--- src/design/fpcs_defines.vh ---
// constants for the 100 Mb/s pcs configuration and status register
`ifndef FPCS_DEFINES_VH
`define FPCS_DEFINES_VH
`define FPCS_ADDR_W 5
`define FPCS_REG_ADDR 5'h16
`define FPCS_RESET_VAL 16'h0100
`define FPCS_RW_MASK 16'h0FA4
`define FPCS_BIT_FREE_CLK 11
`define FPCS_BIT_TQ 10
`define FPCS_BIT_SDF 9
`define FPCS_BIT_HOLD 8
`define FPCS_BIT_DESC 7
`define FPCS_BIT_F100 5
`define FPCS_BIT_NRZI 2
`define FPCS_TMO_SHORT_NS 722000
`define FPCS_TMO_LONG_NS 2000000
`define FPCS_CLK_NS 8
`define FPCS_CNT_W 18
`endif

--- src/design/fpcs_sync2.v ---
// two flip-flop synchroniser for a level from outside the clock domain
`timescale 1ns/1ps
`default_nettype none
module fpcs_sync2 (
  input wire clk, // core clock
  input wire rst_n, // synchronous reset, active low
  input wire ce, // clock enable
  input wire d, // asynchronous level
  output reg q // synchronised level
);
  reg meta_r;
  // first stage read only by the second
  always @(posedge clk) begin
    if (!rst_n) begin
      meta_r <= 1'b0;
      q <= 1'b0;
    end else if (ce) begin
      meta_r <= d;
      q <= meta_r;
    end
  end
endmodule
`default_nettype wire

--- src/design/fpcs_lock_timer.v ---
// descrambler lock timeout counter, restarted by each idle or data sign of life
`timescale 1ns/1ps
`default_nettype none
`include "fpcs_defines.vh"
module fpcs_lock_timer #(
  parameter SHORT_CYC = 90250, // 722 us at 8 ns
  parameter LONG_CYC = 250000 // 2 ms at 8 ns
) (
  input wire clk, // core clock
  input wire rst_n, // synchronous reset, active low
  input wire ce, // clock enable
  input wire long_sel, // 1 selects the long timeout
  input wire restart, // descrambler saw valid symbols
  output reg expired // timeout reached, level
);
  reg [`FPCS_CNT_W-1:0] cnt_r;
  wire [`FPCS_CNT_W-1:0] limit = long_sel ? LONG_CYC[`FPCS_CNT_W-1:0]
                                            : SHORT_CYC[`FPCS_CNT_W-1:0];
  // count up until the selected limit
  always @(posedge clk) begin
    if (!rst_n) begin
      cnt_r <= {`FPCS_CNT_W{1'b0}};
      expired <= 1'b0;
    end else if (ce) begin
      if (restart) begin
        cnt_r <= {`FPCS_CNT_W{1'b0}};
        expired <= 1'b0;
      end else if (cnt_r >= limit - 1'b1) begin
        expired <= 1'b1;
      end else begin
        cnt_r <= cnt_r + 1'b1;
      end
    end
  end
endmodule
`default_nettype wire

--- src/design/fpcs_reg.v ---
// 100 Mb/s pcs configuration and status register with link qualification
// How it works
// - bits 15:12 read zero, writes to them are dropped.
// - bit 10 selects true quiet transmit mode when set.
// - bit 9 forces signal detect to detected when set.
// - link rises only after valid signal level and descrambler lock.
// - hold option 1 keeps link while signal valid, ignoring lock loss.
// - hold option 0 drops link on signal loss or lock loss.
// - bit 7 selects descrambler timeout 722 us (0) or 2 ms (1).
// - bit 5 forces the 100 Mb/s link good when set.
// - bit 2 bypasses nrzi encode and decode when set.
//
// Our own choice: the plain strobed port.
`timescale 1ns/1ps
`default_nettype none
`include "fpcs_defines.vh"
module fpcs_reg #(
  parameter SHORT_CYC = (`FPCS_TMO_SHORT_NS) / (`FPCS_CLK_NS), // least time rounds down ok
  parameter LONG_CYC = (`FPCS_TMO_LONG_NS) / (`FPCS_CLK_NS) // exact multiple
) (
  input wire clk, // core clock, 125 MHz
  input wire rst_n, // synchronous reset, active low
  input wire ce, // clock enable, freezes state when low
  input wire [`FPCS_ADDR_W-1:0] addr, // register address
  input wire [15:0] wdata, // write data
  input wire wr_en, // write strobe
  input wire rd_en, // read strobe
  output reg [15:0] rdata, // read data, cycle after rd_en
  input wire sig_level_ok, // pma signal level valid, from pin domain
  input wire desc_lock, // descrambler locked, from pin domain
  input wire desc_alive, // descrambler saw valid symbols, same domain
  output wire true_quiet_enable, // true quiet transmit mode
  output wire force_signal_detect, // forced signal detect to pma
  output wire signal_detect, // effective signal detect
  output wire descrambler_timeout_sel, // 1 = long timeout
  output wire desc_timeout, // descrambler timeout expired
  output wire nrzi_bypass, // bypass nrzi coding
  output wire free_clk, // stored receive clock control
  output wire link_100_ok // qualified 100 Mb/s link
);
  reg [15:0] cfg_r;
  reg link_r;
  reg link_nxt;
  wire sig_s;
  wire lock_s;
  wire lock_ok;

  // address decode shared by read and write
  function hit;
    input [`FPCS_ADDR_W-1:0] a;
    begin
      hit = (a == `FPCS_REG_ADDR);
    end
  endfunction

  fpcs_sync2 u_sync_sig (
    .clk(clk),
    .rst_n(rst_n),
    .ce(ce),
    .d(sig_level_ok),
    .q(sig_s)
  );

  fpcs_sync2 u_sync_lock (
    .clk(clk),
    .rst_n(rst_n),
    .ce(ce),
    .d(desc_lock),
    .q(lock_s)
  );

  fpcs_lock_timer #(
    .SHORT_CYC(SHORT_CYC),
    .LONG_CYC(LONG_CYC)
  ) u_timer (
    .clk(clk),
    .rst_n(rst_n),
    .ce(ce),
    .long_sel(cfg_r[`FPCS_BIT_DESC]),
    .restart(desc_alive),
    .expired(desc_timeout)
  );

  always @(posedge clk) begin
    if (!rst_n) begin
      cfg_r <= `FPCS_RESET_VAL;
    end else if (ce && wr_en && hit(addr)) begin
      cfg_r <= wdata & `FPCS_RW_MASK;
    end
  end

  // read data registered, zero for other addresses
  always @(posedge clk) begin
    if (!rst_n) begin
      rdata <= 16'h0000;
    end else if (ce) begin
      if (rd_en && hit(addr)) begin
        rdata <= cfg_r;
      end else begin
        rdata <= 16'h0000;
      end
    end
  end

  assign true_quiet_enable = cfg_r[`FPCS_BIT_TQ];
  assign force_signal_detect = cfg_r[`FPCS_BIT_SDF];
  assign signal_detect = sig_s | cfg_r[`FPCS_BIT_SDF];
  assign descrambler_timeout_sel = cfg_r[`FPCS_BIT_DESC];
  assign nrzi_bypass = cfg_r[`FPCS_BIT_NRZI];
  assign free_clk = cfg_r[`FPCS_BIT_FREE_CLK];
  assign lock_ok = lock_s & ~desc_timeout;

  // link qualification
  always @* begin
    link_nxt = link_r;
    if (!link_r) begin
      link_nxt = signal_detect & lock_ok;
    end else if (cfg_r[`FPCS_BIT_HOLD]) begin
      link_nxt = signal_detect;
    end else begin
      link_nxt = signal_detect & lock_ok;
    end
  end

  always @(posedge clk) begin
    if (!rst_n) begin
      link_r <= 1'b0;
    end else if (ce) begin
      link_r <= link_nxt;
    end
  end

  assign link_100_ok = link_r | cfg_r[`FPCS_BIT_F100];
endmodule
`default_nettype wire

--- config.mk ---
export PLATFORM = sky130hd
export DESIGN_NAME = fpcs_reg
export DESIGN_NICKNAME = d
export VERILOG_FILES = /design/src/design/fpcs_sync2.v /design/src/design/fpcs_lock_timer.v /design/src/design/fpcs_reg.v
export VERILOG_INCLUDE_DIRS = /design/src /design/src/design
export SDC_FILE = /design/constraint.sdc
export NUM_CORES = 1
export LEC_CHECK = 0
export ABC_AREA = 1
export BUFFER_PORTS_ARGS = -buffer_cell sky130_fd_sc_hd__buf_2
export CAP_MARGIN = 10
export CORE_AREA = 2 2 78 65
export CTS_CLUSTER_DIAMETER = 30
export DETAILED_ROUTE_END_ITERATION = 10
export DIE_AREA = 0 0 80 67
export GPL_TIMING_DRIVEN = 0
export PLACE_DENSITY_LB_ADDON = 0.12
export SLEW_MARGIN = 20
export SYNTH_ARGS = -nofsm -noshare
export SYNTH_HDL_FRONTEND = slang
export SYNTH_HIERARCHICAL = 1
export SYNTH_SLANG_ARGS = --single-unit
--- constraint.sdc ---
create_clock -name clk -period 2.3 [get_ports clk]
set_input_delay 0.46 -clock clk [delete_from_list [all_inputs] [get_ports clk]]
set_output_delay 0.46 -clock clk [all_outputs]
set_load 0.005 [all_outputs]
==> results of run 1 <==
per-layer routing:
layer  wire [um]  global-route usage, %  vias up
met5           0                      0        -
met4          80                  6.992        0
met3         333                  4.336        9
met2        2341                  34.48       59
met1        2807                  32.67     1075
li1            -                      -     1234
per-stage QoR:
stage	utilization, %	power, mW	hold slack [ns]
after floorplan	-	0.7915	0.4490
after global placement	58.68	0.8427	0.4677
after detailed placement	58.68	0.8447	0.4660
after CTS	60.70	1.330	0.4216
after global routing	60.73	1.380	0.4417
final	60.73	1.319	0.4248
worst max-delay path by stage:
stage | cells past startpoint | start | to | slack (ns)
3_3_place_gp | 9 | cfg_r[7] | u_timer/cnt_r[17] | 0.20
3_5_place_dp | 9 | cfg_r[7] | u_timer/cnt_r[4] | 0.15
4_1_cts | 9 | cfg_r[7] | u_timer/cnt_r[4] | 0.13
6_report | 9 | cfg_r[7] | u_timer/cnt_r[4] | 0.19
5_1_grt | 12 | cfg_r[7] | u_timer/cnt_r[16] | 0.06
2_1_floorplan | 9 | cfg_r[7] | u_timer/cnt_r[6] | 0.47
power by group through the flow:
stage	Sequential, mW	Clock [mW]	Combinational, mW
floorplan	0.696	0	0.0953
global placement	0.697	0	0.145
detailed placement	0.697	0	0.147
CTS	0.682	0.500	0.148
global route	0.684	0.528	0.167
finish	0.682	0.489	0.148
registers in the layout (all words and copies together), names as in the netlist:
register	count
u_sync_sig/meta_r	1
rdata	7
cfg_r	7
link_r	1
u_timer/expired	1
u_sync_lock/meta_r	1
u_sync_lock/q	1
u_sync_sig/q	1
u_timer/cnt_r	18
layout make-up:
cell class	count	share of cell area (%)
tap	60	2.738
inverter	37	5.066
multi-input combinational	271	49.06
sequential	38	27.80
buffer	22	5.979
clock buffer	7	3.149
timing repair buffer	33	6.025
clock inverter	1	0.1826
placed cells by master (no fill, tap or decap), types with 2 or more instances in the layout:
cell and instances:
nor3_1 4, conb_1 9, a21oi_1 26, nor2_2 3
xor2_1 5, o21ai_0 10, nor3b_1 2, clkbuf_1 5
ha_1 7, nand3_1 44, inv_1 33, nand4_1 6
a21oi_2 9, nand2_1 82, or2_2 2, buf_2 35
inv_2 4, buf_4 11, nor2_1 52, buf_6 5
clkbuf_8 6, nand2_2 3, dfxtp_1 37
worst register-to-register path, delay by kind of cell (launching register included):
family | cells | cell delay, ns
adders and majority gates | 1 | 0.33
AOI/OAI and AO/OA | 2 | 0.37
and+or+nand+nor | 4 | 0.66
buffers and inverters | 2 | 0.29
DFF | 1 | 0.38
timing repair:
item | in CTS | in global routing
setup endpoints to repair | 0 | 9
endpoints found under the hold margin | 0 | 0
gates resized for setup | 0 | 1
cell families after synthesis:
logic type | count (synthesis) | synth area share [%]
other | 1 | 0.1577
buffers and inverters | 59 | 12.73
adders and majority gates | 7 | 3.682
AOI/OAI and AO/OA | 47 | 11.57
and+or+nand+nor | 202 | 37.66
DFF | 38 | 31.98
xor gates and xnor gates | 6 | 2.209
==> results.yml, run 1 <==
status:
  status: "finished clean"
global_route:
  grt_pass1_vias: 2056
  grt_pass1_wl_mm: 9.411
  grt_max_degree: 14
  antenna_found_initial: 0
  grt.overflow.total: 0
  grt_usage_pct: 22.81
hold_path:
  hp-class: "in -> reg"
  holdPathStages: 3
  hp-start: "wdata[8]"
  min_to: "cfg_r[8]"
placed_design:
  routabilityCongestion: 0.8918
  dp.cells: 461
  hpwl_mm: 4.171
  portBuffers: 33
  dp_worst_setup_slack_ns: 0.1493
  dpl_cell_area_mm2: 0.002649
setup_path:
  crit_chain: "inv_1 > ha_1 > a31o_2 > nor2_2 > nand3_4 > nand2_4 > buf_6 > nand2_1 > a21oi_2"
  slowest_delay_ns: 0.38
  reg2reg_slack_ns: 0.19
  cp_top_family: "simple AND/OR/NAND/NOR gates"
  r2r-start: "cfg_r[7]"
  cp-start-kind: "flip-flop"
  crit_required_ns: 2.52
  worstSetupPathType: "reg -> reg"
  worstPathArrival_ns: 2.33
  endpoint_kind: "flip-flop"
  timing.rr.end: "u_timer/cnt_r[4]"
  crit_fanout: 10
  r2r_cells: 9
  cp_slowest_cell: "dfxtp_2"
  cp.buffers_inverters: 2
route:
  drc: 0
  drt_iter0_markers: 163
  via_per_inst: 5.068
  vias: 2377
  ant_nets: 0
  first_pass_iters: 4
  wire_per_inst_um: 11.86
  wirelength_mm: 5.564
synth:
  synthMostInstantiatedCell: "nand2_1"
  ys_warn_count: 6
  synthFlopType: "dfxtp_1"
  synthTopCellsByCount: "nand2_1, nor2_1, nand3_1"
  synth_seq_cells: 38
  ys_types: 29
  avgSynthCellArea_um2: 6.607
  synth_area_mm2: 0.002379
  synthCells: 360
  synth_top_area_share_pct: 31.98
  synth-edff-count: 0
  synth_area_leader_cell: "dfxtp_1"
  yosysSeqAreaShare_pct: 31.98
  async_flop_share_pct: 0
  netlist_top_cells_area: "dfxtp_1, nand2_1, nand3_1, nor2_1, a21oi_1"
cells_and_area:
  fin_area_mm2: 0.002741
  fillCellCount: 467
  drive_above_1_share_pct: 20.78
  antennaDiodeCount: 0
  instances_no_fill: 469
  seq_area_um2: 762.0
  syn_to_final_growth_pct: 15.26
  multi_input_area_mm2: 0.001345
  nets: 444
clocking:
  cts_root_buf: "clkbuf_8"
  htree_num_levels: 2
  clkLatencyLatePin_ns: 0.30
  post_cts_buffers: 0
  cts_buffer_depth: 2
  clkSinkCount: 38
  cts_hold_repair.buffers: 0
  cts_tree: "built"
  cts_buffers: 5
  clk_pin_slew_worst_paths_ns: 0.08
sta:
  fmax_mhz: 474.9
  fin_ws_ns: 0.1942
  period_share_pct: 91.56
  min_period_ns: 2.106
  hold_viol: 0
  fin_skew_ns: 0.006119
  finalSetupViolCount: 0
  slew_viol_final: 0
  tns_ns: 0
  rsz0062_at_grt: "no"
  max_slew_margin_pct: 50.42
  worst_pin_slew_ns: 0.7437
power:
  clock_power_share_pct: 37.0
  p_int_uw: 973.0
  p_per_area_mw_per_mm2: 481.1
  power.switching_uw: 345.8
  leakagePower_nw: 1.212
  peakVddDrop_mv: 0.2761
  switching_share_pct: 26.22
  power_frac_comb_pct: 11.2
  p_seq_share_pct: 51.7
floorplanning:
  initial_core_util_pct: 52.69
  die_area_mm2: 0.005360
  die_x_um: 80
  die_y_um: 67
  io_pins: 53
  coreArea_mm2: 0.004514
  placementRows: 22
flow_run:
  drv_cap: 0
No activity file was read; power rests on OpenSTA's default activity.
==> inputs of run 2 (changes only) <==
--- a/config.mk
+++ b/config.mk
@@ -9,13 +9,15 @@
 export ABC_AREA = 1
 export BUFFER_PORTS_ARGS = -buffer_cell sky130_fd_sc_hd__buf_2
 export CAP_MARGIN = 10
-export CORE_AREA = 2 2 78 65
+export CELL_PAD_IN_SITES_DETAIL_PLACEMENT = 0
+export CELL_PAD_IN_SITES_GLOBAL_PLACEMENT = 1
+export CORE_AREA = 2 2 92 76
 export CTS_CLUSTER_DIAMETER = 30
 export DETAILED_ROUTE_END_ITERATION = 10
-export DIE_AREA = 0 0 80 67
+export DIE_AREA = 0 0 94 78
 export GPL_TIMING_DRIVEN = 0
 export PLACE_DENSITY_LB_ADDON = 0.12
-export SLEW_MARGIN = 20
+export SLEW_MARGIN = 0
 export SYNTH_ARGS = -nofsm -noshare
 export SYNTH_HDL_FRONTEND = slang
 export SYNTH_HIERARCHICAL = 1
==> run 2 against run 1 <==
Compared with the run above:
- wire length is 8.2% higher
- maximum frequency is 4.1% higher
- sequential power hardly changed
- worst setup slack better by 0.084 ns
- global-route usage is 5.4 points lower
- combinational power hardly changed
- core utilization is 17 points lower
- total power is 1.6% lower
==> results.yml, run 2 (same netlist as run 1, synthesis figures left out) <==
status:
  status: "finished clean"
power:
  leakagePower_nw: 1.203
  p_per_area_mw_per_mm2: 467.1
  power_frac_comb_pct: 11.5
  switching_share_pct: 27.69
  peakVddDrop_mv: 0.1863
  power.switching_uw: 359.3
  clock_power_share_pct: 35.9
  p_int_uw: 938.1
  p_seq_share_pct: 52.6
sta:
  hold_viol: 0
  fin_skew_ns: 0.007209
  max_slew_margin_pct: 45.79
  slew_viol_final: 0
  period_share_pct: 87.91
  worst_pin_slew_ns: 0.8132
  min_period_ns: 2.022
  tns_ns: 0
  rsz0062_at_grt: "no"
  finalSetupViolCount: 0
  fin_ws_ns: 0.2780
  fmax_mhz: 494.6
route:
  via_per_inst: 4.746
  first_pass_iters: 4
  wire_per_inst_um: 12.23
  vias: 2335
  drt_iter0_markers: 122
  ant_nets: 0
  drc: 0
  wirelength_mm: 6.018
clocking:
  clkSinkCount: 38
  cts_tree: "built"
  cts_root_buf: "clkbuf_8"
  htree_num_levels: 2
  cts_buffers: 5
  clkLatencyLatePin_ns: 0.30
  post_cts_buffers: 0
  clk_pin_slew_worst_paths_ns: 0.08
  cts_buffer_depth: 2
hold_path:
  hp-start: "wdata[8]"
  hp-class: "in -> reg"
placed_design:
  routabilityCongestion: 0.8599
  portBuffers: 33
  hpwl_mm: 4.478
  dp_worst_setup_slack_ns: 0.1289
setup_path:
  r2r-start: "cfg_r[7]"
  crit_fanout: 10
  endpoint_kind: "flip-flop"
  worstSetupPathType: "reg -> reg"
  worstSetupStartpoint: "cfg_r[7]"
  cp-start-kind: "flip-flop"
  worstPathArrival_ns: 2.24
  crit_required_ns: 2.52
floorplanning:
  die_area_mm2: 0.007332
  initial_core_util_pct: 37.50
  placementRows: 26
  io_pins: 53
  coreArea_mm2: 0.006344
  die_x_um: 94
  die_y_um: 78
cells_and_area:
  largest_reg_flops: 18
  fillCellCount: 713
  nets: 444
  syn_to_final_growth_pct: 16.78
  reg_top3: "u_timer/cnt_r: 18 flops, cfg_r: 7 flops, rdata: 7 flops"
  final_util_pct: 43.79
  antennaDiodeCount: 0
  drive_above_1_share_pct: 21.32
  final_cell_mix: "nand2_1, nor2_1, nand3_1, dfxtp_1, buf_2"
  final_common_cell: "nand2_1"
  top_register: "u_timer/cnt_r"
  seq_area_um2: 762.0
  multi_input_area_mm2: 0.001359
global_route:
  grt_max_degree: 14
  antenna_found_initial: 0
  grt_pass1_wl_mm: 9.922
  grt_usage_pct: 17.40
  grt.overflow.total: 0
  grt_pass1_vias: 1969
flow_run:
  drv_cap: 0
## run 2: per-stage QoR
step | instance area, um^2 | total power, mW | instances | hold slack, ns
2_1_floorplan | 2409 | 0.7915 | 368 | 0.4490
3_3_place_gp | 2679 | 0.8474 | 485 | 0.4691
3_5_place_dp | 2679 | 0.8481 | 485 | 0.4644
4_1_cts | 2763 | 1.318 | 492 | 0.3969
5_1_grt | 2778 | 1.358 | 492 | 0.4153
6_report | 2778 | 1.297 | 492 | 0.4103
## run 2: final cells by class
cell class              instances  share of cell area (%)
multi-input cells             271                   48.92
flip-flops and latches         38                   27.43
repair buffers                 33                   5.946
plain buffers                  22                   5.901
inverters                      37                   5.000
well taps                      84                   3.784
clock buffers                   5                   2.477
clock inverters                 2                  0.5405
## run 2: final timing paths
check / slack (ns) / end / cells after the start
min reg2reg: 0.49 / u_sync_lock/meta_r / 2
max: 0.28 / u_timer/cnt_r[16] / 9
max reg2reg: 0.28 / u_timer/cnt_r[16] / 9
min: 0.41 / cfg_r[8] / 3
## run 2: worst max-delay path, cell delays in order (launching register included)
cell and delay [ns]:
dfxtp_2 0.37, inv_1 0.13, ha_1 0.33, a31o_2 0.27, nor2_4 0.17, nand3_4 0.17, nand2_4 0.16, buf_6 0.17
nand2_1 0.07, a21oi_2 0.11
## run 2: power groups by stage
stage | clock (mW) | combinational (mW) | sequential, mW
after floorplan | 0 | 0.0953 | 0.696
after global placement | 0 | 0.150 | 0.698
after detailed placement | 0 | 0.151 | 0.698
after CTS | 0.484 | 0.151 | 0.682
after global routing | 0.502 | 0.172 | 0.685
final | 0.466 | 0.150 | 0.682
## run 2: per-layer routing
layer  up-vias  share of wire [%]  wire length, um  global-route usage (%)
met5         -                  0                0                       0
met4         0                1.1               68                   5.652
met2        54                 40             2404                   22.71
met3         5                5.1              305                   2.913
met1      1042                 54             3240                   28.00
li1       1234                  -                -                       -
## run 2: repair_timing
action	in CTS	in global routing
hold endpoints to repair	0	0
endpoints found under the setup margin	0	11
hold buffers	0	0
gates resized for setup	0	4
